`src/ccp_defs.vh`:
```
// register indices, field positions, reset values and counts for ccp
`ifndef CCP_DEFS_VH
`define CCP_DEFS_VH

// register indices (byte address is four times the index)
`define CCP_IDX_ROOT_SEL 6'h04
`define CCP_IDX_PLL_EPR 6'h05
`define CCP_IDX_PLL_J 6'h06
`define CCP_IDX_PLL_DHI 6'h07
`define CCP_IDX_PLL_DLO 6'h08
`define CCP_IDX_DAC_PRE 6'h0B
`define CCP_IDX_DAC_MOD 6'h0C
`define CCP_IDX_DAC_OVERSAMPLE_RATIO_HI 6'h0D
`define CCP_IDX_DAC_OVERSAMPLE_RATIO_LO 6'h0E
`define CCP_IDX_ADC_PRE 6'h12
`define CCP_IDX_ADC_MOD 6'h13
`define CCP_IDX_ADC_OVERSAMPLE_RATIO 6'h14
`define CCP_IDX_GCLK_SEL 6'h19
`define CCP_IDX_GCLK_DIV 6'h1A
`define CCP_IDX_BCLK_CTRL 6'h1B
`define CCP_IDX_BCLK_SEL 6'h1D
`define CCP_IDX_BCLK_DIV 6'h1E
`define CCP_IDX_GCLK_ROUTE 6'h20
`define CCP_IDX_CHAN_POWER 6'h21
`define CCP_IDX_ADC_FLAGS 6'h24
`define CCP_IDX_DAC_FLAGS 6'h25

// field positions
`define CCP_EN_BIT 7
`define CCP_BCLK_OE_BIT 3
`define CCP_DAC_L_FLAG_BIT 7
`define CCP_DAC_R_FLAG_BIT 3
`define CCP_ADC_FLAG_BIT 6
`define CCP_PWR_DAC_L_BIT 7
`define CCP_PWR_DAC_R_BIT 6
`define CCP_PWR_ADC_BIT 5

// reset values
`define CCP_RST_ROOT_SEL 8'h00
`define CCP_RST_PLL_EPR 8'h11
`define CCP_RST_PLL_J 8'h04
`define CCP_RST_PLL_DHI 8'h00
`define CCP_RST_PLL_DLO 8'h00
`define CCP_RST_DIV 8'h01
`define CCP_RST_DAC_OVERSAMPLE_RATIO_HI 8'h00
`define CCP_RST_DAC_OVERSAMPLE_RATIO_LO 8'h80
`define CCP_RST_ADC_OVERSAMPLE_RATIO 8'h80
`define CCP_RST_ZERO 8'h00

// root source codes
`define CCP_SRC_MCLK 2'h0
`define CCP_SRC_BCLK 2'h1
`define CCP_SRC_GP1 2'h2
`define CCP_SRC_PLL 2'h3

// counts
`define CCP_PLL_FRAC_SCALE 20'h02710
`define CCP_SHUTDOWN_TICKS 8'h40

`endif

```
`src/ccp_clock_tree.v`:
```
// codec clock tree: root select, pll model, dividers, clock outputs, apb
//
// Implementation choice: the APB slave port.
`timescale 1ns/1ns
`default_nettype none
`include "ccp_defs.vh"

// Operation
// - root clock picked from master pin, bit pin, general pin one or pll
// - dac modulator tick is root over pre times mod; rate further by osr
// - dac oversample ratio is ten bits split over two registers
// - adc modulator tick is root over pre times mod; rate by 8-bit osr
// - dac dividers only tick while their top enable bit is set
// - adc dividers only tick while their top enable bit is set
// - channel power-down runs a shut-down count paced by its dividers
// - with both adc dividers off adc ticks come from dac dividers
// - bit pin driven with source over 1 to 128 when enabled
// - bit divider source picks dac or adc processing or modulator tick
// - general clock out on four pins, source over 1 to 128
// - general divider source chosen by a three-bit field
// - pll switched by top bit of its first control register
// - pll output equals input times r times j.d over p
// - p and r share one register, j in the next
// - pll factors reset to r 1, j 4, d 0, p 1
// - fraction d is fourteen bits split over two registers
// - new fraction takes effect only when the lower half is written
module ccp_clock_tree #(
  parameter SHUTDOWN_TICKS = `CCP_SHUTDOWN_TICKS
) (
  // clock and reset
  input wire sys_clk_in,
  input wire rst_n_in,
  // apb slave
  input wire psel_in,
  input wire penable_in,
  input wire pwrite_in,
  input wire [7:0] paddr_in,
  input wire [31:0] pwdata_in,
  output reg [31:0] prdata_out,
  output reg pready_out,
  output reg pslverr_out,
  // clock input pins
  input wire mclk_in,
  input wire bclk_in,
  input wire gp1_in,
  // bit clock pin drive
  output reg bclk_out,
  output reg bclk_oe_out,
  // general clock pins drive
  output reg gp1_out,
  output reg gp1_oe_out,
  output reg gp2_out,
  output reg gp2_oe_out,
  output reg serial_data_out_pin_out,
  output reg serial_data_out_pin_oe_out,
  output reg miso_out,
  output reg miso_oe_out
);

  // register storage
  reg [7:0] root_sel;
  reg [7:0] pll_epr;
  reg [7:0] pll_j;
  reg [7:0] pll_dhi_shadow;
  reg [13:0] pll_d_active;
  reg [7:0] pll_dlo;
  reg [7:0] dac_pre;
  reg [7:0] dac_mod;
  reg [7:0] dac_oversample_ratio_hi;
  reg [7:0] dac_oversample_ratio_lo;
  reg [7:0] adc_pre;
  reg [7:0] adc_mod;
  reg [7:0] adc_oversample_ratio;
  reg [7:0] gclk_sel;
  reg [7:0] gclk_div;
  reg [7:0] bclk_ctrl;
  reg [7:0] bclk_sel;
  reg [7:0] bclk_div;
  reg [7:0] gclk_route;
  reg [7:0] chan_power;

  // divider counters and other state
  reg [9:0] dac_pre_cnt;
  reg [9:0] dac_mod_cnt;
  reg [9:0] dac_oversample_ratio_cnt;
  reg [9:0] adc_pre_cnt;
  reg [9:0] adc_mod_cnt;
  reg [9:0] adc_oversample_ratio_cnt;
  reg [9:0] bclk_cnt;
  reg [9:0] gclk_cnt;
  reg mclk_prev;
  reg bclk_prev;
  reg gp1_prev;
  reg pll_tick;
  reg [27:0] pll_credit;
  reg [7:0] dac_l_sd;
  reg [7:0] dac_r_sd;
  reg [7:0] adc_sd;

  // ratio of a 7-bit field, zero meaning 128
  function [10:0] ratio7;
    input [6:0] f;
    begin
      if (f == 7'h00) begin
        ratio7 = 11'h080;
      end else begin
        ratio7 = {4'h0, f};
      end
    end
  endfunction

  // one divider step: {terminal tick, next count}
  function [10:0] div_step;
    input [9:0] cnt;
    input [10:0] ratio;
    input run;
    begin
      if (!run) begin
        div_step = {1'b0, cnt};
      end else if ({1'b0, cnt} == ratio - 11'h001) begin
        div_step = {1'b1, 10'h000};
      end else begin
        div_step = {1'b0, cnt + 10'h001};
      end
    end
  endfunction

  // one shut-down count step, paced by the channel modulator tick
  function [7:0] sd_step;
    input [7:0] cnt;
    input pwr_on;
    input pwr_was;
    input tick;
    begin
      // the power-down write wins over the old power bit
      if (pwr_was) begin
        sd_step = SHUTDOWN_TICKS[7:0];
      end else if (pwr_on) begin
        sd_step = 8'h00;
      end else if (tick && cnt != 8'h00) begin
        sd_step = cnt - 8'h01;
      end else begin
        sd_step = cnt;
      end
    end
  endfunction

  // source edges: pins are synchronous, rising edge is one source tick
  wire mclk_tick = mclk_in & ~mclk_prev;
  wire bclk_tick = bclk_in & ~bclk_prev;
  wire gp1_tick = gp1_in & ~gp1_prev;

  // pll input and root selection
  reg pll_in_tick;
  reg root_tick;
  always @* begin
    case (root_sel[3:2])
      `CCP_SRC_BCLK: pll_in_tick = bclk_tick;
      `CCP_SRC_GP1: pll_in_tick = gp1_tick;
      default: pll_in_tick = mclk_tick;
    endcase
    case (root_sel[1:0])
      `CCP_SRC_MCLK: root_tick = mclk_tick;
      `CCP_SRC_BCLK: root_tick = bclk_tick;
      `CCP_SRC_GP1: root_tick = gp1_tick;
      `CCP_SRC_PLL: root_tick = pll_tick;
      default: root_tick = 1'b0;
    endcase
  end

  // pll factors decoded from their fields
  wire pll_on = pll_epr[`CCP_EN_BIT];
  wire [3:0] p_fact = (pll_epr[6:4] == 3'h0) ? 4'h8 : {1'b0, pll_epr[6:4]};
  wire [4:0] r_fact = (pll_epr[3:0] == 4'h0) ? 5'h10 : {1'b0, pll_epr[3:0]};
  wire [19:0] jd_fact = pll_j[5:0] * `CCP_PLL_FRAC_SCALE
    + {6'h00, pll_d_active};
  wire [24:0] pll_inc = jd_fact * r_fact;
  wire [23:0] pll_thr = `CCP_PLL_FRAC_SCALE * p_fact;

  // dac chain
  wire en_dac_pre = dac_pre[`CCP_EN_BIT];
  wire en_dac_mod = dac_mod[`CCP_EN_BIT];
  wire [10:0] dac_pre_s = div_step(dac_pre_cnt, ratio7(dac_pre[6:0]),
    en_dac_pre & root_tick);
  wire [10:0] dac_mod_s = div_step(dac_mod_cnt, ratio7(dac_mod[6:0]),
    en_dac_mod & dac_pre_s[10]);
  wire [9:0] dac_oversample_ratio_val = {dac_oversample_ratio_hi[1:0], dac_oversample_ratio_lo};
  wire [10:0] dac_oversample_ratio_ratio = (dac_oversample_ratio_val == 10'h000) ? 11'h400
    : {1'b0, dac_oversample_ratio_val};
  wire [10:0] dac_oversample_ratio_s = div_step(dac_oversample_ratio_cnt, dac_oversample_ratio_ratio, dac_mod_s[10]);

  // adc chain, falling back to dac ticks with both dividers off
  wire en_adc_pre = adc_pre[`CCP_EN_BIT];
  wire en_adc_mod = adc_mod[`CCP_EN_BIT];
  wire adc_from_dac = ~en_adc_pre & ~en_adc_mod;
  wire [10:0] adc_pre_s = div_step(adc_pre_cnt, ratio7(adc_pre[6:0]),
    en_adc_pre & root_tick);
  wire [10:0] adc_mod_s = div_step(adc_mod_cnt, ratio7(adc_mod[6:0]),
    en_adc_mod & adc_pre_s[10]);
  wire adc_proc_tick = adc_from_dac ? dac_pre_s[10] : adc_pre_s[10];
  wire adc_mod_tick = adc_from_dac ? dac_mod_s[10] : adc_mod_s[10];
  wire [10:0] adc_oversample_ratio_ratio = (adc_oversample_ratio == 8'h00) ? 11'h100 : {3'h0, adc_oversample_ratio};
  wire [10:0] adc_oversample_ratio_s = div_step(adc_oversample_ratio_cnt, adc_oversample_ratio_ratio, adc_mod_tick);

  // output divider sources
  reg bclk_src;
  reg gclk_src;
  always @* begin
    case (bclk_sel[1:0])
      2'h0: bclk_src = dac_pre_s[10];
      2'h1: bclk_src = dac_mod_s[10];
      2'h2: bclk_src = adc_proc_tick;
      2'h3: bclk_src = adc_mod_tick;
      default: bclk_src = 1'b0;
    endcase
    case (gclk_sel[2:0])
      3'h0: gclk_src = root_tick;
      3'h1: gclk_src = pll_tick;
      3'h2: gclk_src = dac_pre_s[10];
      3'h3: gclk_src = dac_mod_s[10];
      3'h4: gclk_src = adc_proc_tick;
      3'h5: gclk_src = adc_mod_tick;
      3'h6: gclk_src = dac_oversample_ratio_s[10];
      3'h7: gclk_src = adc_oversample_ratio_s[10];
      default: gclk_src = 1'b0;
    endcase
  end
  wire [10:0] bclk_ratio = ratio7(bclk_div[6:0]);
  wire [10:0] gclk_ratio = ratio7(gclk_div[6:0]);
  wire [10:0] bclk_s = div_step(bclk_cnt, bclk_ratio, bclk_src);
  wire [10:0] gclk_s = div_step(gclk_cnt, gclk_ratio, gclk_src);
  wire next_bclk = (bclk_ratio == 11'h001) ? bclk_src
    : ({1'b0, bclk_s[9:0]} < {1'b0, bclk_ratio[10:1]});
  wire next_gclk = (gclk_ratio == 11'h001) ? gclk_src
    : ({1'b0, gclk_s[9:0]} < {1'b0, gclk_ratio[10:1]});

  // channel power flags, held high until the shut-down count ends
  wire flag_dac_l = chan_power[`CCP_PWR_DAC_L_BIT] | (dac_l_sd != 8'h00);
  wire flag_dac_r = chan_power[`CCP_PWR_DAC_R_BIT] | (dac_r_sd != 8'h00);
  wire flag_adc = chan_power[`CCP_PWR_ADC_BIT] | (adc_sd != 8'h00);

  // apb decode
  wire [5:0] idx = paddr_in[7:2];
  wire setup = psel_in & ~penable_in;
  wire wr_go = psel_in & penable_in & pready_out & pwrite_in & ~pslverr_out;
  reg hit;
  reg [7:0] rd_val;
  always @* begin
    hit = 1'b1;
    rd_val = 8'h00;
    case (idx)
      `CCP_IDX_ROOT_SEL: rd_val = root_sel;
      `CCP_IDX_PLL_EPR: rd_val = pll_epr;
      `CCP_IDX_PLL_J: rd_val = pll_j;
      `CCP_IDX_PLL_DHI: rd_val = pll_dhi_shadow;
      `CCP_IDX_PLL_DLO: rd_val = pll_dlo;
      `CCP_IDX_DAC_PRE: rd_val = dac_pre;
      `CCP_IDX_DAC_MOD: rd_val = dac_mod;
      `CCP_IDX_DAC_OVERSAMPLE_RATIO_HI: rd_val = dac_oversample_ratio_hi;
      `CCP_IDX_DAC_OVERSAMPLE_RATIO_LO: rd_val = dac_oversample_ratio_lo;
      `CCP_IDX_ADC_PRE: rd_val = adc_pre;
      `CCP_IDX_ADC_MOD: rd_val = adc_mod;
      `CCP_IDX_ADC_OVERSAMPLE_RATIO: rd_val = adc_oversample_ratio;
      `CCP_IDX_GCLK_SEL: rd_val = gclk_sel;
      `CCP_IDX_GCLK_DIV: rd_val = gclk_div;
      `CCP_IDX_BCLK_CTRL: rd_val = bclk_ctrl;
      `CCP_IDX_BCLK_SEL: rd_val = bclk_sel;
      `CCP_IDX_BCLK_DIV: rd_val = bclk_div;
      `CCP_IDX_GCLK_ROUTE: rd_val = gclk_route;
      `CCP_IDX_CHAN_POWER: rd_val = chan_power;
      `CCP_IDX_ADC_FLAGS: rd_val = {1'b0, flag_adc, 6'h00};
      `CCP_IDX_DAC_FLAGS: rd_val = {flag_dac_l, 3'h0, flag_dac_r, 3'h0};
      default: hit = 1'b0;
    endcase
    if (paddr_in[1:0] != 2'h0) begin
      hit = 1'b0;
    end
  end

  // apb answer: ready in the first access cycle
  always @(posedge sys_clk_in or negedge rst_n_in) begin
    if (!rst_n_in) begin
      pready_out <= 1'b0;
      pslverr_out <= 1'b0;
      prdata_out <= 32'h00000000;
    end else if (setup) begin
      pready_out <= 1'b1;
      pslverr_out <= ~hit;
      prdata_out <= (hit && !pwrite_in) ? {24'h000000, rd_val}
        : 32'h00000000;
    end else begin
      pready_out <= 1'b0;
      pslverr_out <= 1'b0;
    end
  end

  // register writes
  always @(posedge sys_clk_in or negedge rst_n_in) begin
    if (!rst_n_in) begin
      root_sel <= `CCP_RST_ROOT_SEL;
      pll_epr <= `CCP_RST_PLL_EPR;
      pll_j <= `CCP_RST_PLL_J;
      pll_dhi_shadow <= `CCP_RST_PLL_DHI;
      pll_dlo <= `CCP_RST_PLL_DLO;
      pll_d_active <= 14'h0000;
      dac_pre <= `CCP_RST_DIV;
      dac_mod <= `CCP_RST_DIV;
      dac_oversample_ratio_hi <= `CCP_RST_DAC_OVERSAMPLE_RATIO_HI;
      dac_oversample_ratio_lo <= `CCP_RST_DAC_OVERSAMPLE_RATIO_LO;
      adc_pre <= `CCP_RST_DIV;
      adc_mod <= `CCP_RST_DIV;
      adc_oversample_ratio <= `CCP_RST_ADC_OVERSAMPLE_RATIO;
      gclk_sel <= `CCP_RST_ZERO;
      gclk_div <= `CCP_RST_DIV;
      bclk_ctrl <= `CCP_RST_ZERO;
      bclk_sel <= `CCP_RST_ZERO;
      bclk_div <= `CCP_RST_DIV;
      gclk_route <= `CCP_RST_ZERO;
      chan_power <= `CCP_RST_ZERO;
    end else if (wr_go) begin
      case (idx)
        `CCP_IDX_ROOT_SEL: root_sel <= {4'h0, pwdata_in[3:0]};
        `CCP_IDX_PLL_EPR: pll_epr <= pwdata_in[7:0];
        `CCP_IDX_PLL_J: pll_j <= {2'h0, pwdata_in[5:0]};
        `CCP_IDX_PLL_DHI: pll_dhi_shadow <= {2'h0, pwdata_in[5:0]};
        `CCP_IDX_PLL_DLO: begin
          pll_dlo <= pwdata_in[7:0];
          pll_d_active <= {pll_dhi_shadow[5:0],
            pwdata_in[7:0]};
        end
        `CCP_IDX_DAC_PRE: dac_pre <= pwdata_in[7:0];
        `CCP_IDX_DAC_MOD: dac_mod <= pwdata_in[7:0];
        `CCP_IDX_DAC_OVERSAMPLE_RATIO_HI: dac_oversample_ratio_hi <= {6'h00, pwdata_in[1:0]};
        `CCP_IDX_DAC_OVERSAMPLE_RATIO_LO: dac_oversample_ratio_lo <= pwdata_in[7:0];
        `CCP_IDX_ADC_PRE: adc_pre <= pwdata_in[7:0];
        `CCP_IDX_ADC_MOD: adc_mod <= pwdata_in[7:0];
        `CCP_IDX_ADC_OVERSAMPLE_RATIO: adc_oversample_ratio <= pwdata_in[7:0];
        `CCP_IDX_GCLK_SEL: gclk_sel <= {5'h00, pwdata_in[2:0]};
        `CCP_IDX_GCLK_DIV: gclk_div <= {1'b0, pwdata_in[6:0]};
        `CCP_IDX_BCLK_CTRL: bclk_ctrl <= {4'h0, pwdata_in[3], 3'h0};
        `CCP_IDX_BCLK_SEL: bclk_sel <= {6'h00, pwdata_in[1:0]};
        `CCP_IDX_BCLK_DIV: bclk_div <= {1'b0, pwdata_in[6:0]};
        `CCP_IDX_GCLK_ROUTE: gclk_route <= {4'h0, pwdata_in[3:0]};
        `CCP_IDX_CHAN_POWER: chan_power <= {pwdata_in[7:5], 5'h00};
        default: root_sel <= root_sel;
      endcase
    end
  end

  // pll model: credit grows per input tick, one output tick per threshold
  always @(posedge sys_clk_in or negedge rst_n_in) begin
    if (!rst_n_in) begin
      pll_credit <= 28'h0000000;
      pll_tick <= 1'b0;
    end else if (!pll_on) begin
      pll_credit <= 28'h0000000;
      pll_tick <= 1'b0;
    end else begin
      pll_tick <= (pll_credit >= {4'h0, pll_thr});
      pll_credit <= pll_credit
        + ((pll_in_tick && !pll_credit[27]) ? {3'h0, pll_inc} : 28'h0000000)
        - ((pll_credit >= {4'h0, pll_thr}) ? {4'h0, pll_thr} : 28'h0000000);
    end
  end

  // divider counters, edge history and shut-down counts
  always @(posedge sys_clk_in or negedge rst_n_in) begin
    if (!rst_n_in) begin
      mclk_prev <= 1'b0;
      bclk_prev <= 1'b0;
      gp1_prev <= 1'b0;
      dac_pre_cnt <= 10'h000;
      dac_mod_cnt <= 10'h000;
      dac_oversample_ratio_cnt <= 10'h000;
      adc_pre_cnt <= 10'h000;
      adc_mod_cnt <= 10'h000;
      adc_oversample_ratio_cnt <= 10'h000;
      bclk_cnt <= 10'h000;
      gclk_cnt <= 10'h000;
      dac_l_sd <= 8'h00;
      dac_r_sd <= 8'h00;
      adc_sd <= 8'h00;
    end else begin
      mclk_prev <= mclk_in;
      bclk_prev <= bclk_in;
      gp1_prev <= gp1_in;
      dac_pre_cnt <= dac_pre_s[9:0];
      dac_mod_cnt <= dac_mod_s[9:0];
      dac_oversample_ratio_cnt <= dac_oversample_ratio_s[9:0];
      adc_pre_cnt <= adc_pre_s[9:0];
      adc_mod_cnt <= adc_mod_s[9:0];
      adc_oversample_ratio_cnt <= adc_oversample_ratio_s[9:0];
      bclk_cnt <= bclk_s[9:0];
      gclk_cnt <= gclk_s[9:0];
      dac_l_sd <= sd_step(dac_l_sd, chan_power[`CCP_PWR_DAC_L_BIT],
        wr_go && idx == `CCP_IDX_CHAN_POWER && !pwdata_in[7]
          && chan_power[`CCP_PWR_DAC_L_BIT],
        dac_mod_s[10]);
      dac_r_sd <= sd_step(dac_r_sd, chan_power[`CCP_PWR_DAC_R_BIT],
        wr_go && idx == `CCP_IDX_CHAN_POWER && !pwdata_in[6]
          && chan_power[`CCP_PWR_DAC_R_BIT],
        dac_mod_s[10]);
      adc_sd <= sd_step(adc_sd, chan_power[`CCP_PWR_ADC_BIT],
        wr_go && idx == `CCP_IDX_CHAN_POWER && !pwdata_in[5]
          && chan_power[`CCP_PWR_ADC_BIT],
        adc_mod_tick);
    end
  end

  // pin drive, all from flops
  always @(posedge sys_clk_in or negedge rst_n_in) begin
    if (!rst_n_in) begin
      bclk_out <= 1'b0;
      bclk_oe_out <= 1'b0;
      gp1_out <= 1'b0;
      gp1_oe_out <= 1'b0;
      gp2_out <= 1'b0;
      gp2_oe_out <= 1'b0;
      serial_data_out_pin_out <= 1'b0;
      serial_data_out_pin_oe_out <= 1'b0;
      miso_out <= 1'b0;
      miso_oe_out <= 1'b0;
    end else begin
      bclk_oe_out <= bclk_ctrl[`CCP_BCLK_OE_BIT];
      bclk_out <= bclk_ctrl[`CCP_BCLK_OE_BIT] & next_bclk;
      gp1_oe_out <= gclk_route[0];
      gp1_out <= gclk_route[0] & next_gclk;
      gp2_oe_out <= gclk_route[1];
      gp2_out <= gclk_route[1] & next_gclk;
      serial_data_out_pin_oe_out <= gclk_route[2];
      serial_data_out_pin_out <= gclk_route[2] & next_gclk;
      miso_oe_out <= gclk_route[3];
      miso_out <= gclk_route[3] & next_gclk;
    end
  end

endmodule
`default_nettype wire

```
`config.mk`:
```
export PLATFORM = sky130hd
export DESIGN_NAME = ccp_clock_tree
export DESIGN_NICKNAME = d
export VERILOG_FILES = /design/src/ccp_clock_tree.v
export VERILOG_INCLUDE_DIRS = /design/src
export SDC_FILE = /design/constraint.sdc
export NUM_CORES = 1
export LEC_CHECK = 0
export ABC_AREA = 1
export CORE_MARGIN = 4
export CORE_UTILIZATION = 45
export DETAILED_ROUTE_END_ITERATION = 10
export DONT_BUFFER_PORTS = 1
export PLACE_DENSITY = 0.66
export RECOVER_POWER = 100
export REMOVE_ABC_BUFFERS = 1
export SYNTH_ARGS = -nofsm -noshare
export SYNTH_HDL_FRONTEND = slang
export SYNTH_SLANG_ARGS = --single-unit
```
`constraint.sdc`:
```
create_clock -name sys_clk_in -period 17.2 [get_ports sys_clk_in]
set_clock_uncertainty 0.1 [all_clocks]
set_input_delay 3.44 -clock sys_clk_in [delete_from_list [all_inputs] [get_ports sys_clk_in]]
set_output_delay 3.44 -clock sys_clk_in [all_outputs]
set_load 0.05 [all_outputs]
```
Yosys cells after proc, flatten, opt, wreduce, memory -nomap -nowiden
Index checks and enable logic that the tools add are counted.
{"block": "op_classes", "n_mul": 3, "n_reduce_logical": 57, "addsub": 22, "eq_ne": 46, "magnitude_cmp": 3, "n_mux": 53, "n_bitwise": 29}
{"cell": "$pmux W8 S21", "n": 1}
{"cell": "$mux W11", "n": 13}
{"cell": "$mux W8", "n": 16}
{"cell": "$eq A10 B11 Y1", "n": 8}
{"cell": "$add A10 B1 Y10 const B", "n": 8}
{"cell": "$sub A11 B1 Y11 const B", "n": 7}
{"cell": "$eq A6 B5 Y1 const B", "n": 8}
{"cell": "$logic_not A7 Y1", "n": 6}
{"cell": "$mux W10", "n": 4}
{"cell": "$reduce_and A2 Y1", "n": 19}
{"cell": "$eq A6 B4 Y1 const B", "n": 5}
{"cell": "$add A28 B25 Y28", "n": 1}
{"cell": "$ge A28 B18 Y1", "n": 1}
{"cell": "$mux W28", "n": 1}
{"cell": "$sub A28 B18 Y28", "n": 1}
{"cell": "$mul A20 B5 Y25", "n": 1}
{"cell": "$mux W25", "n": 1}
{"cell": "$eq A6 B3 Y1 const B", "n": 4}
{"cell": "$eq A6 B6 Y1 const B", "n": 4}
{"cell": "$reduce_bool A8 Y1", "n": 3}
{"cell": "$sub A8 B1 Y8 const B", "n": 3}
{"cell": "$eq A11 B1 Y1 const B", "n": 2}
{"cell": "$reduce_or A21 Y1", "n": 1}
{"cell": "$add A20 B14 Y20", "n": 1}
{"cell": "other kinds (29)", "n": 94}
{"block": "totals", "register_bits": 303, "elab_cells": 262, "in_bits": 48, "output_inout_bits": 44}

Depth between registers and ports, before layout
{"block": "logic_depth", "depth_word": 15, "mapped_depth": 44, "ltp_nobuf": 44}

Least setup slack after synthesis
No wires, ideal clock.
{"block": "synth_path", "path_kind": "register -> register", "startpoint": "reg pll_j[2]", "endpoint": "reg pll_credit[26]", "path_slack_ns": 9.334, "path_stages_with_launch": 42, "t_arrival_ns": 7.688, "period_less_slack_ns": 7.866, "required_ns": 17.023, "path_buffers": 0, "setup_time_ns": 0.077, "path_cell_list": "dfstp_2 > inv_1 > fa_1 > fa_1 > inv_1 > ha_1 > inv_1 > fa_1 > inv_1 > ha_1 > a21oi_1 > o21ai_0 > nand2_1 > nor2_1 > xor2_1 > nor2_1 > fa_1 > fa_1 > (+6 left out) > a31oi_1 > inv_1 > a21oi_1 > o21ai_0 > ha_1 > inv_1 > ha_1 > a21oi_1 > o21ai_0 > a21oi_1 > o21ai_0 > nand2_1 > nand2_1 > nand2_1 > nand2_1 > a21oi_1 > o21ai_0 > a21oi_1"}
{"block": "synth_between", "elab_chain_len": 7}
{"element": "start, declared", "line_no": "ccp_clock_tree.v:63", "rtl": "reg [7:0] pll_j;"}
{"element": "start signal, assigned", "line_no": "ccp_clock_tree.v:302", "rtl": "pll_j <= `CCP_RST_PLL_J;"}
{"element": "start signal, assigned", "line_no": "ccp_clock_tree.v:324", "rtl": "`CCP_IDX_PLL_J: pll_j <= {2'h0, pwdata_in[5:0]};"}
{"element": "$mul A6 B10 Y16 (no line)"}
{"element": "$add A20 B14 Y20", "line_no": "ccp_clock_tree.v:175", "rtl": "wire [19:0] jd_fact = pll_j[5:0] * `CCP_PLL_FRAC_SCALE"}
{"element": "$mul A20 B5 Y25", "line_no": "ccp_clock_tree.v:177", "rtl": "wire [24:0] pll_inc = jd_fact * r_fact;"}
{"element": "$mux W25", "line_no": "ccp_clock_tree.v:361", "rtl": "+ ((pll_in_tick && !pll_credit[27]) ? {3'h0, pll_inc} : 28'h0000000)"}
{"element": "$add A28 B25 Y28", "line_no": "ccp_clock_tree.v:361"}
{"element": "$sub A28 B18 Y28", "line_no": "ccp_clock_tree.v:362", "rtl": "- ((pll_credit >= {4'h0, pll_thr}) ? {4'h0, pll_thr} : 28'h0000000);"}
{"element": "$mux W28", "line_no": "ccp_clock_tree.v:355", "rtl": "end else if (!pll_on) begin"}
{"element": "end signal, assigned", "line_no": "ccp_clock_tree.v:360", "rtl": "pll_credit <= pll_credit"}
{"element": "end, declared", "line_no": "ccp_clock_tree.v:95", "rtl": "reg [27:0] pll_credit;"}
Every way passes these cells.
A chain may end at the register's enable or synchronous reset.

Worst setup path after layout
{"block": "layout_path", "startpoint": "reg pll_j[1]", "endpoint": "reg pll_credit[27]"}
Same word-level chain as after synthesis.

==> metrics.yaml <==
outcome:
  run_status: "complete, no violations"
placement:
  dpl_worst_slack_ns: 8.313
  portBuffers: 0
  gp_congestion: 0.9759
  dpl.hpwl_mm: 48.10
  place_area_um2: 23160
floorplan:
  dieArea_um2: 53690
  rows: 81
  start_util: 0.4573
  dieWidth_um: 231.7
  core-area_um2: 49250
  die_y_um: 231.7
  ioPinCount: 92
clocking:
  cts_setup_buffers: 0
  clock_latency_ns: 0.54
  clkSlewWorstSetupHoldPaths_ns: 0.06
  cts_root_buf: "clkbuf_16"
  clk_path_buf_depth: 3
  cts_made_buffers: 35
  ctsHoldBuffers: 0
  post_cts_resized: 0
  cts_tree: "done"
  clock_sinks: 271
  htree_levels: 2
pwr:
  switching_share: 0.2754
  clock_power_share: 0.465
  leakage_nw: 12.34
  irDropWorstVdd_mv: 0.06847
  p_sw_w: 0.0004457
  cellPowerDensity_nw_per_um2: 66.94
  internal_power_w: 0.001172
  comb_power_share: 0.121
  p_seq_frac: 0.414
yosys:
  syn_area_um2: 22520
  post-synth-top-count-cell: "nand2_1"
  ys_types: 68
  ys_warn_count: 0
  synth_compound_area_frac: 0.1287
  async_flop_share: 1.000
  yosysTopAreaCell: "dfrtp_1"
  synthAdderAreaFrac: 0.1662
  avgSynthCellArea_um2: 7.353
  synth_xor_area_frac: 0.03989
  synth-simple-area-share: 0.2562
  synthFlopType: "dfrtp_1"
  synth_top_family_by_area: "simple AND/OR/NAND/NOR gates"
  synth_edf_count: 0
  synth_top_area_frac: 0.2889
  synth_common_cells: "nand2_1 (628), inv_1 (532), nor2_1 (274)"
  ys_seq_area_frac: 0.3017
  synth_mux_area_frac: 0.0009444
  ys_seq_elements: 271
  postSynthCellCount: 3063
  synth_area_leaders: "dfrtp_1 (29%), nand2_1 (10%), ha_1 (9.8%)"
global_routing:
  grt_pass1_wl_mm: 99.44
  grt_pass1_vias: 19170
  antenna_found_initial: 2
  grt_use_total: 0.2267
  grt_max_degree: 272
  overflow: 0
layout:
  multiInputGateArea_um2: 13300
  regArea_um2: 6795
  syn_to_final_growth_pct: 7.322
  drive_gt1_frac: 0.04109
  num-fill-cells: 4971
  fin_area_um2: 24170
  fin_nets: 3365
setup_path:
  critPathKind: "flip-flop to flip-flop"
  crit_family: "adder cells"
  cp_common_cell: "inv_1"
  crit_required_ns: 17.57
  cp-end-kind: "flip-flop"
  worst-path-buf-inv: 7
  slowest_delay_ns: 0.56
  slowest_stage: "fa_1"
  path_max_fanout: 6
  crit_arrival_ns: 9.31
  critPathLaunchType: "flip-flop"
timing:
  fin_ws_ns: 8.260
  drv_slew: 0
  rsz0062_at_grt: "no"
  setup_tns_ns: 0
  period_share: 0.5198
  period_needed_ns: 8.940
  worst_pin_slew_ns: 1.112
  setup_viol: 0
  fmaxAchievable_ghz: 0.1119
  final_hold_viol_count: 0
  relSlewSlack: 0.2587
routing:
  ant_nets: 0
  num_vias: 19920
  drtPass1Iterations: 6
  drt_iter0_markers: 1377
  drt_wl_total_mm: 61.32
  viasPerCell: 5.304
  drc_errors: 0
  wl_per_cell_um: 16.33
hold_path:
  hold_path_class: "flip-flop to flip-flop"
job:
  maxCapViolCount: 0
## power groups by stage
stage	sequential [W]	clock [W]	combinational, W
5_1_grt	0.000671	0.000799	0.000221
2_1_floorplan	0.000674	0	0.000151
3_3_place_gp	0.000680	0	0.000191
3_5_place_dp	0.000680	0	0.000196
6_report	0.000669	0.000753	0.000196
4_1_cts	0.000669	0.000773	0.000197
## per-stage QoR
stage	power, W	hold WS (ns)	utilization	std cells
final	0.001618	0.2978	0.4908	3756
after detailed placement	0.0008760	0.2849	0.4701	3691
after CTS	0.001639	0.2989	0.4939	3755
after global placement	0.0008708	0.2876	0.4701	3691
after floorplan	0.0008257	0.2741	-	3020
after global routing	0.001691	0.3172	0.4907	3755
## cell usage in the layout, fill, tap and decap left out, drive strengths merged, types with 15 or more instances in the layout
cell type / instances
nor4: 16
or2: 21
o22ai: 21
nor2: 292
a21oi: 180
clkbuf: 54
nand3b: 15
nand3: 171
ha: 176
nor3: 62
nand4: 56
conb: 26
nand2: 644
xnor2: 24
inv: 543
o21ai: 252
dfrtp: 260
fa: 77
xor2: 76
## registers in the layout, summed over array words and instances (netlist names), 10 cells and up
name	flops
adc_mod_cnt	10
adc_oversample_ratio_cnt	10
adc_pre_cnt	10
bclk_cnt	10
dac_mod_cnt	10
dac_oversample_ratio_cnt	10
dac_pre_cnt	10
gclk_cnt	10
pll_credit	28
pll_d_active	14
## metal layers
metal / track usage / wire (um) / vias up
li1: - / - / 9881
met1: 0.3024 / 27260 / 9445
met2: 0.3779 / 28580 / 480
met3: 0.04379 / 3687 / 112
met4: 0.06408 / 1772 / 2
met5: 0 / 20 / -
## cell families after synthesis
kind of cell / Yosys count
xor+xnor: 101
fa+ha+maj: 253
other cells: 2
flops: 271
compound gates: 527
simple gates: 1296
mux: 2
buf+inv: 611
## cell type report
class | count | area share
Multi-Input combinational cell | 2205 | 0.5500
Sequential cell | 271 | 0.2811
Inverter | 544 | 0.08448
Clock buffer | 50 | 0.04063
Tap cell | 664 | 0.03437
Clock inverter | 14 | 0.007713
Timing Repair Buffer | 7 | 0.001553
Antenna cell | 1 | 0.0001035
## worst paths after layout
| kind | start | to | slack, ns | depth (start not counted) |
|---|---|---|---|---|
| max in group asynchronous | rst_n_in | dac_mod[7]$_DFFE_PN0P_ | 13.90 | 0 |
| hold / removal | gclk_route[3]$_DFFE_PN0P_ | miso_oe_out$_DFF_PN0_ | 0.30 | 0 |
| min in group asynchronous | rst_n_in | dac_l_sd[2]$_DFFE_PN0P_ | 2.50 | 0 |
| setup / recovery | pll_j[1]$_DFFE_PN0P_ | pll_credit[27]$_DFF_PN0_ | 8.26 | 39 |
| hold reg to reg | gclk_route[3]$_DFFE_PN0P_ | miso_oe_out$_DFF_PN0_ | 0.30 | 0 |
| setup reg to reg | pll_j[1]$_DFFE_PN0P_ | pll_credit[27]$_DFF_PN0_ | 8.26 | 39 |
No activity file was read; power rests on OpenSTA's default activity.
